[config.mk]
export PLATFORM = sky130hd
export DESIGN_NAME = card_pm_event_gating
export DESIGN_NICKNAME = d
export VERILOG_FILES = /design/src/include/card_pm_pkg.sv /design/src/core/card_pm_event_gating.sv
export SDC_FILE = /design/constraint.sdc
export NUM_CORES = 1
export LEC_CHECK = 0
export CORE_UTILIZATION = 50
export CTS_BUF_LIST = sky130_fd_sc_hd__clkbuf_8
export DETAILED_ROUTE_END_ITERATION = 8
export DONT_BUFFER_PORTS = 1
export GPL_ROUTABILITY_DRIVEN = 0
export GPL_TIMING_DRIVEN = 0
export PLACE_DENSITY_LB_ADDON = 0.1
export SLEW_MARGIN = 0
export SYNTH_ARGS = -nofsm -noshare
export SYNTH_HDL_FRONTEND = slang
export SYNTH_SLANG_ARGS = --single-unit
[constraint.sdc]
create_clock -name mclk -period 2.6 [get_ports mclk]
set_input_delay 0.26 -clock mclk [delete_from_list [all_inputs] [get_ports mclk]]
set_output_delay 0.26 -clock mclk [all_outputs]
set_load 0.005 [all_outputs]
[src/include/card_pm_pkg.sv]
package card_pm_pkg;

    // -------------------------------------------------------------------
    // Status bank register map (byte offsets from the window base)
    // -------------------------------------------------------------------
    localparam logic [3:0] event_latch_off = 4'h0;
    localparam logic [3:0] event_mask_off = 4'h4;
    localparam logic [3:0] present_state_off = 4'h8;
    localparam logic [3:0] force_event_off = 4'hc;

    // -------------------------------------------------------------------
    // Field positions
    // -------------------------------------------------------------------
    localparam int general_wake_bit = 4;
    localparam int wake_mask_bit = 14;
    localparam int irq_request_bit = 15;
    localparam int pm_enable_bit = 8;
    localparam int pm_status_bit = 15;

    // Present state: ready and both battery detects read one, write protect zero
    localparam logic [31:0] present_fixed = 32'h0000_000e;

    localparam int reg_width = 32;
    localparam int pm_control_status_width = 16;

endpackage
[src/core/card_pm_event_gating.sv]
`timescale 1ns/1ps
`default_nettype none
// How it works
// - Status bank is bypassed by default; wake then acts as in PCI mode on status pin.
// - Four 32-bit bank registers respond only while the bank enable input is high.
// - Bank on: irq pin asserts only if irq mask set and irq flag latched.
// - Bank on: status pin asserts only if both wake masks and general wake flag set.
// - Bank gating acts on top of requests already gated by local configuration.
// - Bank on: writing enable one sets both wake mask bits 4 and 14.
// - Writing enable zero clears both wake mask bits, idling the status pin.
// - While enable is set, every wake event latches status and general wake flag.
// - Clearing wake mask bits never touches the enable bit.
// - Writing one to the status bit also clears the general wake flag.
// - Writing one to the general wake flag clears it and the status bit.
// - Event register wake flag bit 4, irq flag bit 15, each write-one-to-clear.
// - Event register bits 0 to 3 read zero; other unlisted bits reserved, zero.
// - Reset clears enable, masks, wake flag, status pin and status bit.
// - Status bit at bit 15 is sticky, cleared by writing one.
// - Wake events are raised only while enable bit 8 is set.
module card_pm_event_gating
    import card_pm_pkg::*;
(
    // Clock and reset
    input wire logic mclk,
    input wire logic rst,
    // Local configuration and conditioned internal requests
    input wire logic bank_enable,
    input wire logic wake_request,
    input wire logic powerdown_request,
    // Power management control/status register write port
    input wire logic pm_control_status_write,
    input wire logic [pm_control_status_width-1:0] pm_control_status_wdata,
    // Status bank register port
    input wire logic reg_write,
    input wire logic reg_read,
    input wire logic [3:0] reg_addr,
    input wire logic [reg_width-1:0] reg_wdata,
    output logic [reg_width-1:0] reg_rdata,
    // Power management state
    output logic pm_event_enable,
    output logic pm_event_status,
    // Card pins
    output logic card_irq_pin_n,
    output logic card_status_change_pin
);

    // -------------------------------------------------------------------
    // State
    // -------------------------------------------------------------------
    logic general_wake_flag;
    logic irq_request_flag;
    logic general_wake_mask;
    logic wake_mask_flag;
    logic irq_mask;
    logic next_pm_event_enable;
    logic next_pm_event_status;
    logic next_general_wake_flag;
    logic next_irq_request_flag;
    logic next_general_wake_mask;
    logic next_wake_mask_flag;
    logic next_irq_mask;
    logic next_card_irq_pin_n;
    logic next_card_status_change_pin;
    logic [reg_width-1:0] next_reg_rdata;

    // -------------------------------------------------------------------
    // Access decode
    // -------------------------------------------------------------------
    // Decoded bank strobes; accesses are dead while bypassed
    logic wr_event;
    logic wr_mask;
    logic wr_force;
    logic rd_bank;
    logic wake_event;

    // The bank keeps its contents while bypassed; software that turns the
    // bank back on sees whatever was latched or masked before, not a reset
    assign wr_event = reg_write && bank_enable && (reg_addr == event_latch_off);
    assign wr_mask = reg_write && bank_enable && (reg_addr == event_mask_off);
    assign wr_force = reg_write && bank_enable && (reg_addr == force_event_off);
    assign rd_bank = reg_read && bank_enable;

    // A wake request only counts as an event while the enable is set
    assign wake_event = wake_request && pm_event_enable;

    // -------------------------------------------------------------------
    // Write decode
    // -------------------------------------------------------------------
    logic enable_write_one;
    logic enable_write_zero;
    logic status_w1c;
    logic event_wake_w1c;
    logic event_irq_w1c;
    logic force_wake;
    logic force_irq;

    // Enable write split into its two effects on the wake masks
    assign enable_write_one = pm_control_status_write && pm_control_status_wdata[pm_enable_bit];
    assign enable_write_zero = pm_control_status_write && !pm_control_status_wdata[pm_enable_bit];

    // Write-one-to-clear strobes; a written zero leaves the flag alone
    assign status_w1c = pm_control_status_write && pm_control_status_wdata[pm_status_bit];
    assign event_wake_w1c = wr_event && reg_wdata[general_wake_bit];
    assign event_irq_w1c = wr_event && reg_wdata[irq_request_bit];

    // Force writes only set; a written zero never clears a latch
    assign force_wake = wr_force && reg_wdata[general_wake_bit];
    assign force_irq = wr_force && reg_wdata[irq_request_bit];

    // -------------------------------------------------------------------
    // Enable and mask group
    // -------------------------------------------------------------------
    // The enable write is applied after a same-cycle mask write, so the
    // coupling to the enable wins; mask writes never reach the enable
    always_comb begin
        next_pm_event_enable = pm_event_enable;
        next_general_wake_mask = general_wake_mask;
        next_wake_mask_flag = wake_mask_flag;
        next_irq_mask = irq_mask;

        // Plain mask register write
        if (wr_mask) begin
            next_general_wake_mask = reg_wdata[general_wake_bit];
            next_wake_mask_flag = reg_wdata[wake_mask_bit];
            next_irq_mask = reg_wdata[irq_request_bit];
        end

        // Enable write drags the wake masks along with it
        if (pm_control_status_write) begin
            next_pm_event_enable = pm_control_status_wdata[pm_enable_bit];
        end
        if (enable_write_one && bank_enable) begin
            next_general_wake_mask = 1'b1;
            next_wake_mask_flag = 1'b1;
        end

        // Clearing works even when bypassed, so the pin stays idle later
        if (enable_write_zero) begin
            next_general_wake_mask = 1'b0;
            next_wake_mask_flag = 1'b0;
        end
    end

    // -------------------------------------------------------------------
    // Event latch group
    // -------------------------------------------------------------------
    // Clears first, sets last: a wake arriving with a clear is not lost
    always_comb begin
        next_pm_event_status = pm_event_status;
        next_general_wake_flag = general_wake_flag;
        next_irq_request_flag = irq_request_flag;

        // Write-one-to-clear paths, cross-coupled between the two registers
        if (status_w1c) begin
            next_pm_event_status = 1'b0;
            next_general_wake_flag = 1'b0;
        end
        if (event_wake_w1c) begin
            next_general_wake_flag = 1'b0;
            next_pm_event_status = 1'b0;
        end
        if (event_irq_w1c) begin
            next_irq_request_flag = 1'b0;
        end

        // Set terms last so they win over a same-cycle clear
        if (wake_event) begin
            next_pm_event_status = 1'b1;
            next_general_wake_flag = 1'b1;
        end
        if (powerdown_request) begin
            next_irq_request_flag = 1'b1;
        end

        // Debug force sets the latches without touching present state
        if (force_wake) begin
            next_general_wake_flag = 1'b1;
        end
        if (force_irq) begin
            next_irq_request_flag = 1'b1;
        end
    end

    // -------------------------------------------------------------------
    // Pin group
    // -------------------------------------------------------------------
    logic bank_irq_active;
    logic bank_wake_active;
    logic bypass_wake_active;

    // Bank on: a latched request reaches a pin only through its mask
    assign bank_irq_active = irq_mask && irq_request_flag;
    assign bank_wake_active = general_wake_mask && wake_mask_flag
        && general_wake_flag;

    // Bypassed: the status bit drives the pin while enabled, as in PCI mode
    assign bypass_wake_active = pm_event_status && pm_event_enable;

    // Pins are registered from the latches, two cycles behind a request or a clear (one for the bypass irq pin);
    // the host side must not expect a same-cycle response to a request or a clear
    always_comb begin
        if (bank_enable) begin
            next_card_irq_pin_n = !bank_irq_active;
            next_card_status_change_pin = bank_wake_active;
        end else begin
            next_card_irq_pin_n = !powerdown_request;
            next_card_status_change_pin = bypass_wake_active;
        end
    end

    // -------------------------------------------------------------------
    // Read group
    // -------------------------------------------------------------------
    logic [reg_width-1:0] event_word;
    logic [reg_width-1:0] mask_word;
    logic [reg_width-1:0] present_word;

    // Register images; unlisted positions read zero
    always_comb begin
        // Event register: latched flags only, low four bits zero
        event_word = '0;
        event_word[general_wake_bit] = general_wake_flag;
        event_word[irq_request_bit] = irq_request_flag;

        // Mask register
        mask_word = '0;
        mask_word[general_wake_bit] = general_wake_mask;
        mask_word[wake_mask_bit] = wake_mask_flag;
        mask_word[irq_request_bit] = irq_mask;

        // Present state shows the raw requests, not the latches
        present_word = present_fixed;
        present_word[general_wake_bit] = wake_request;
        present_word[irq_request_bit] = powerdown_request;
    end

    // Read data is zero outside a read so a stale word never looks fresh
    always_comb begin
        next_reg_rdata = '0;
        if (rd_bank) begin
            unique case (reg_addr)
                event_latch_off: next_reg_rdata = event_word;
                event_mask_off: next_reg_rdata = mask_word;
                present_state_off: next_reg_rdata = present_word;
                default: next_reg_rdata = '0; // Force register has no storage
            endcase
        end
    end

    // -------------------------------------------------------------------
    // Registers
    // -------------------------------------------------------------------
    // One register process per group; each only copies its next values

    // Enable and mask group
    always_ff @(posedge mclk) begin
        if (rst) begin
            pm_event_enable <= 1'b0;
            general_wake_mask <= 1'b0;
            wake_mask_flag <= 1'b0;
            irq_mask <= 1'b0;
        end else begin
            pm_event_enable <= next_pm_event_enable;
            general_wake_mask <= next_general_wake_mask;
            wake_mask_flag <= next_wake_mask_flag;
            irq_mask <= next_irq_mask;
        end
    end

    // Event latch group
    always_ff @(posedge mclk) begin
        if (rst) begin
            pm_event_status <= 1'b0;
            general_wake_flag <= 1'b0;
            irq_request_flag <= 1'b0;
        end else begin
            pm_event_status <= next_pm_event_status;
            general_wake_flag <= next_general_wake_flag;
            irq_request_flag <= next_irq_request_flag;
        end
    end

    // Pin group; the irq pin resets to its inactive high level
    always_ff @(posedge mclk) begin
        if (rst) begin
            card_irq_pin_n <= 1'b1;
            card_status_change_pin <= 1'b0;
        end else begin
            card_irq_pin_n <= next_card_irq_pin_n;
            card_status_change_pin <= next_card_status_change_pin;
        end
    end

    // Read group
    always_ff @(posedge mclk) begin
        if (rst) begin
            reg_rdata <= '0;
        end else begin
            reg_rdata <= next_reg_rdata;
        end
    end

endmodule
`default_nettype wire

* After elaboration in Yosys (flattened, before gate mapping)
Cells that the tools add are included.
Storage, ports and cells: bits in latches 0, memories kept 0, input port bits 60, ROM bits 0, output and inout port bits 36, logic and storage cells 56, memory bits (writable) 0, register bits after elaboration 41
Cells by class: bitwise operators 1, multiplexer cells 14, $mul 0, shifts and indexed selects 0, eq/ne operators 3, div/mod/pow operators 0, $lt $le $gt $ge 0, reductions and logical operators 28, $add $sub $neg 0
Operators by type and width (number):
- 16-bit case mux with 3 select lines | 1
- 1-bit logical AND | 18
- 1-bit 2-to-1 mux | 13
- 4-bit equality test (second input constant) | 2
- 3-bit nonzero test | 2
- 4-bit by 3-bit equality test with 1-bit output (second input constant) | 1
- 4-bit zero test | 1
- 4-bit nonzero test | 1
- 2-bit OR reduction | 2
- 1-bit zero test | 3
- 2-bit nonzero test | 1
- 1-bit NOT | 1

* Longest topological paths before layout
depth after elaboration 6, mapped depth 4, mapped depth without buffers 3

* Least setup slack after synthesis
OpenSTA, ideal clock, no wires.
kind input-to-reg, start point input port reg_addr[2], end point register general_wake_flag, cell stages on the path 4, buffers on the path 1, required time 2.471 ns, library setup time 0.129 ns, arrival 1.026 ns, path slack 1.445 ns, cell sequence buf_2 > or3b_1 > o211ai_1 > a31oi_1
On the way: longest elaborated chain between the ends 6, elaborated cells on any way between the ends 10, those cells by class eq/ne: 1; mux: 3; reduce/logical: 6
RTL lines:
- from (decl) | line card_pm_event_gating.sv:36 | input wire logic [3:0] reg_addr,
- 4-bit zero test | line card_pm_event_gating.sv:78 | assign wr_event = reg_write && bank_enable && (reg_addr == event_latch_off);
- 1-bit logical AND | line card_pm_event_gating.sv:78
- 1-bit logical AND | line card_pm_event_gating.sv:103 | assign event_wake_w1c = wr_event && reg_wdata[general_wake_bit];
- 1-bit 2-to-1 mux | line card_pm_event_gating.sv:158 | if (event_wake_w1c) begin
- 1-bit 2-to-1 mux | line card_pm_event_gating.sv:167 | if (wake_event) begin
- 1-bit 2-to-1 mux | line card_pm_event_gating.sv:176 | if (force_wake) begin
- to (signal assigned) | line card_pm_event_gating.sv:278 | general_wake_flag <= next_general_wake_flag;
- to (decl) | line card_pm_event_gating.sv:50 | logic general_wake_flag;
Several ways; a longest one is shown, not always the timed one. A chain may end at the register's enable or synchronous reset.

* Final worst setup path
Same ends and word-level chain as after synthesis.

==> qor.csv <==
metric,value,unit
reg2reg_depth,3,
syn_inst,96,
cts_setup_buffers,0,
grt.overflow.total,0,
fp.dieH,42.1,µm
cts_buffers,3,
root_buffer,clkbuf_8,
holdCritPathClass,input port to flop,
fin_cells,141,
wl_per_cell,11.0,µm
holdBufCountCts,0,
synthArstFlopShare,0,%
synth-edff-count,0,
worstPathArrival,1110,ps
via_per_inst,4.75,
synth_xor_area_share,0,%
synthMuxAreaShare,2.49,%
synth_top_flop_cell,dfxtp_1,
io_buffers,0,
start_util,53.3,%
fp.dieW,42.1,µm
yosys_warnings,0,
rr_startpoint,general_wake_flag$_SDFFE_PP0P_,
yosysSeqAreaShare,32.4,%
synth_top_family_by_area,buffers and inverters,
grt_pass1_vias,569,
status,"finished, final reports clean",
fin_util,63.9,%
slowest_delay,400,ps
cts_tree,yes,
end_kind,flop,
core,1510,µm²
track_usage,17.3,%
post-route-min-period,996,ps
first_pass_iters,4,
nFillCells,136,
hpwl,1170,µm
synth-simple-area-share,21.7,%
layout_commonest_cell,buf_4,
grt_max_degree,11,
skew,3.79,ps
synth_compound_area_share,14.6,%
area_growth,19.8,%
path_max_fanout,9,
synth_cell_types,27,
ys_seq_elements,13,
setup_ws,1600,ps
insertion_delay,240,ps
required,2710,ps
regToRegEndpoint,reg_rdata[4]$_SDFF_PP0_,
wl,1550,µm
row_count,14,
worstPathCellList,"buf_2, or3b_1, o211ai_1, a31oi_1",
finalNetCount,186,
vias,670,
htreeDepth,1,
ant_nets,0,
min_path_cells,2,
startpoint,reg_addr[2],
leakage,0.000467,µW
crit_end,general_wake_flag$_SDFFE_PP0P_,
cap_violations,0,
clkTransAtPathRegs,60,ps
antenna_cells,0,
syn_area_per_cell,8.37,µm²
postCtsResizedCells,0,
setup_viol,0,
finalCritPeriodShare,38.3,%
final-max-slew-violation-count,0,
finalHoldViolCount,0,
peakVddDrop,0.227,mV
clk_path_buf_depth,2,
drive_gt1_share,27.2,%
dp.cells,137,
r2r_slack,1740,ps
die-area,1770,µm²
initialDrtViolationCount,23,
rsz0062_at_grt,false,
clock-sinks,13,
yosys.area_share.adder,0,%
dp_slack,1360,ps
crit_type,input port to flop,
max_clock_freq,1000,MHz
cpMaxStageDelayCell,or3b_1,
antenna_found_initial,0,
syn_area,803,µm²
drc_errors,0,
grt_pass1_wl,2330,µm
ioPinCount,96,
crit_path_start_kind,input port,
p_per_area,474,nW/µm²
finalSetupTns,0,ps
final_cell_mix,"buf_4 (28), conb_1 (26), dfxtp_1 (13), nor2_1 (7), nand3_1 (6)",
## critical path, delay by kind of cell
| kind | cells | cell delay (ps) |
|---|---|---|
| and+or+nand+nor | 1 | 400 |
| AOI/OAI and AO/OA | 2 | 290 |
| buffers and inverters | 1 | 150 |
## cells by family after synthesis
group           after synthesis
buf+inv                      32
simple gates                 30
compound gates               18
flops                        13
mux                           2
other cells                   1
## sequential cells by signal (all words and copies together) (netlist names)
signal / flops
general_wake_mask: 1
reg_rdata: 4
wake_mask_flag: 1
card_status_change_pin: 1
card_irq_pin_n: 1
pm_event_enable: 1
general_wake_flag: 1
irq_request_flag: 1
irq_mask: 1
pm_event_status: 1
## cells in the mapped netlist (all sizes together), types with 2 or more instances
| cell | instances | area share (%) |
|---|---|---|
| a31oi | 3 | 2.3 |
| o211ai | 2 | 1.9 |
| a21oi | 3 | 1.9 |
| nand2b | 3 | 2.3 |
| dfxtp | 13 | 32 |
| nand4 | 3 | 2.3 |
| nor2 | 7 | 3.3 |
| nand2 | 4 | 1.9 |
| buf | 30 | 27 |
| mux2i | 2 | 2.5 |
| o21ai | 4 | 2.5 |
| nand3 | 6 | 3.7 |
| a21o | 2 | 1.9 |
| a2bb2oi | 2 | 2.2 |
## report_power, final
part | total, µW | leakage (µW) | internal (µW) | switching, µW
combinational | 73.0 | 0.000334 | 40.9 | 32.1
sequential | 211 | 0.000106 | 206 | 5.61
clock | 172 | 0.0000269 | 104 | 68.2
## cell type report
cell class              count  area (µm²)  area share, %
clock inverters             1        3.75          0.390
well taps                  16        20.0           2.08
inverters                   1        3.75          0.390
multi-input cells          76         409           42.5
clock buffers               3        41.3           4.29
flip-flops and latches     13         260           27.0
plain buffers              31         224           23.3
## per-stage QoR
step,hold slack [ps],area [µm²],power [µW]
after global routing,149,962,475
after detailed placement,387,917,286
after CTS,144,962,456
after floorplan,376,897,279
final,144,962,457
after global placement,380,917,284
## routing by layer
| layer | up-vias | global-route usage, % | share of wire (%) |
|---|---|---|---|
| li1 | 339 | - | - |
| met1 | 284 | 18.2 | 41 |
| met2 | 45 | 30.3 | 48 |
| met3 | 2 | 5.60 | 9.4 |
| met4 | 0 | 9.38 | 1.4 |
| met5 | - | 0 | 0 |
## worst min-delay path by stage
stage	start	end
final	pm_control_status_write	pm_event_enable$_SDFFE_PP0P_
after detailed placement	pm_control_status_write	pm_event_enable$_SDFFE_PP0P_
after CTS	pm_control_status_write	pm_event_enable$_SDFFE_PP0P_
after global placement	pm_control_status_write	pm_event_enable$_SDFFE_PP0P_
after floorplan	pm_control_status_write	pm_event_enable$_SDFFE_PP0P_
after global routing	pm_control_status_write	pm_event_enable$_SDFFE_PP0P_
Note: power is estimated with default switching activity, not from simulation.
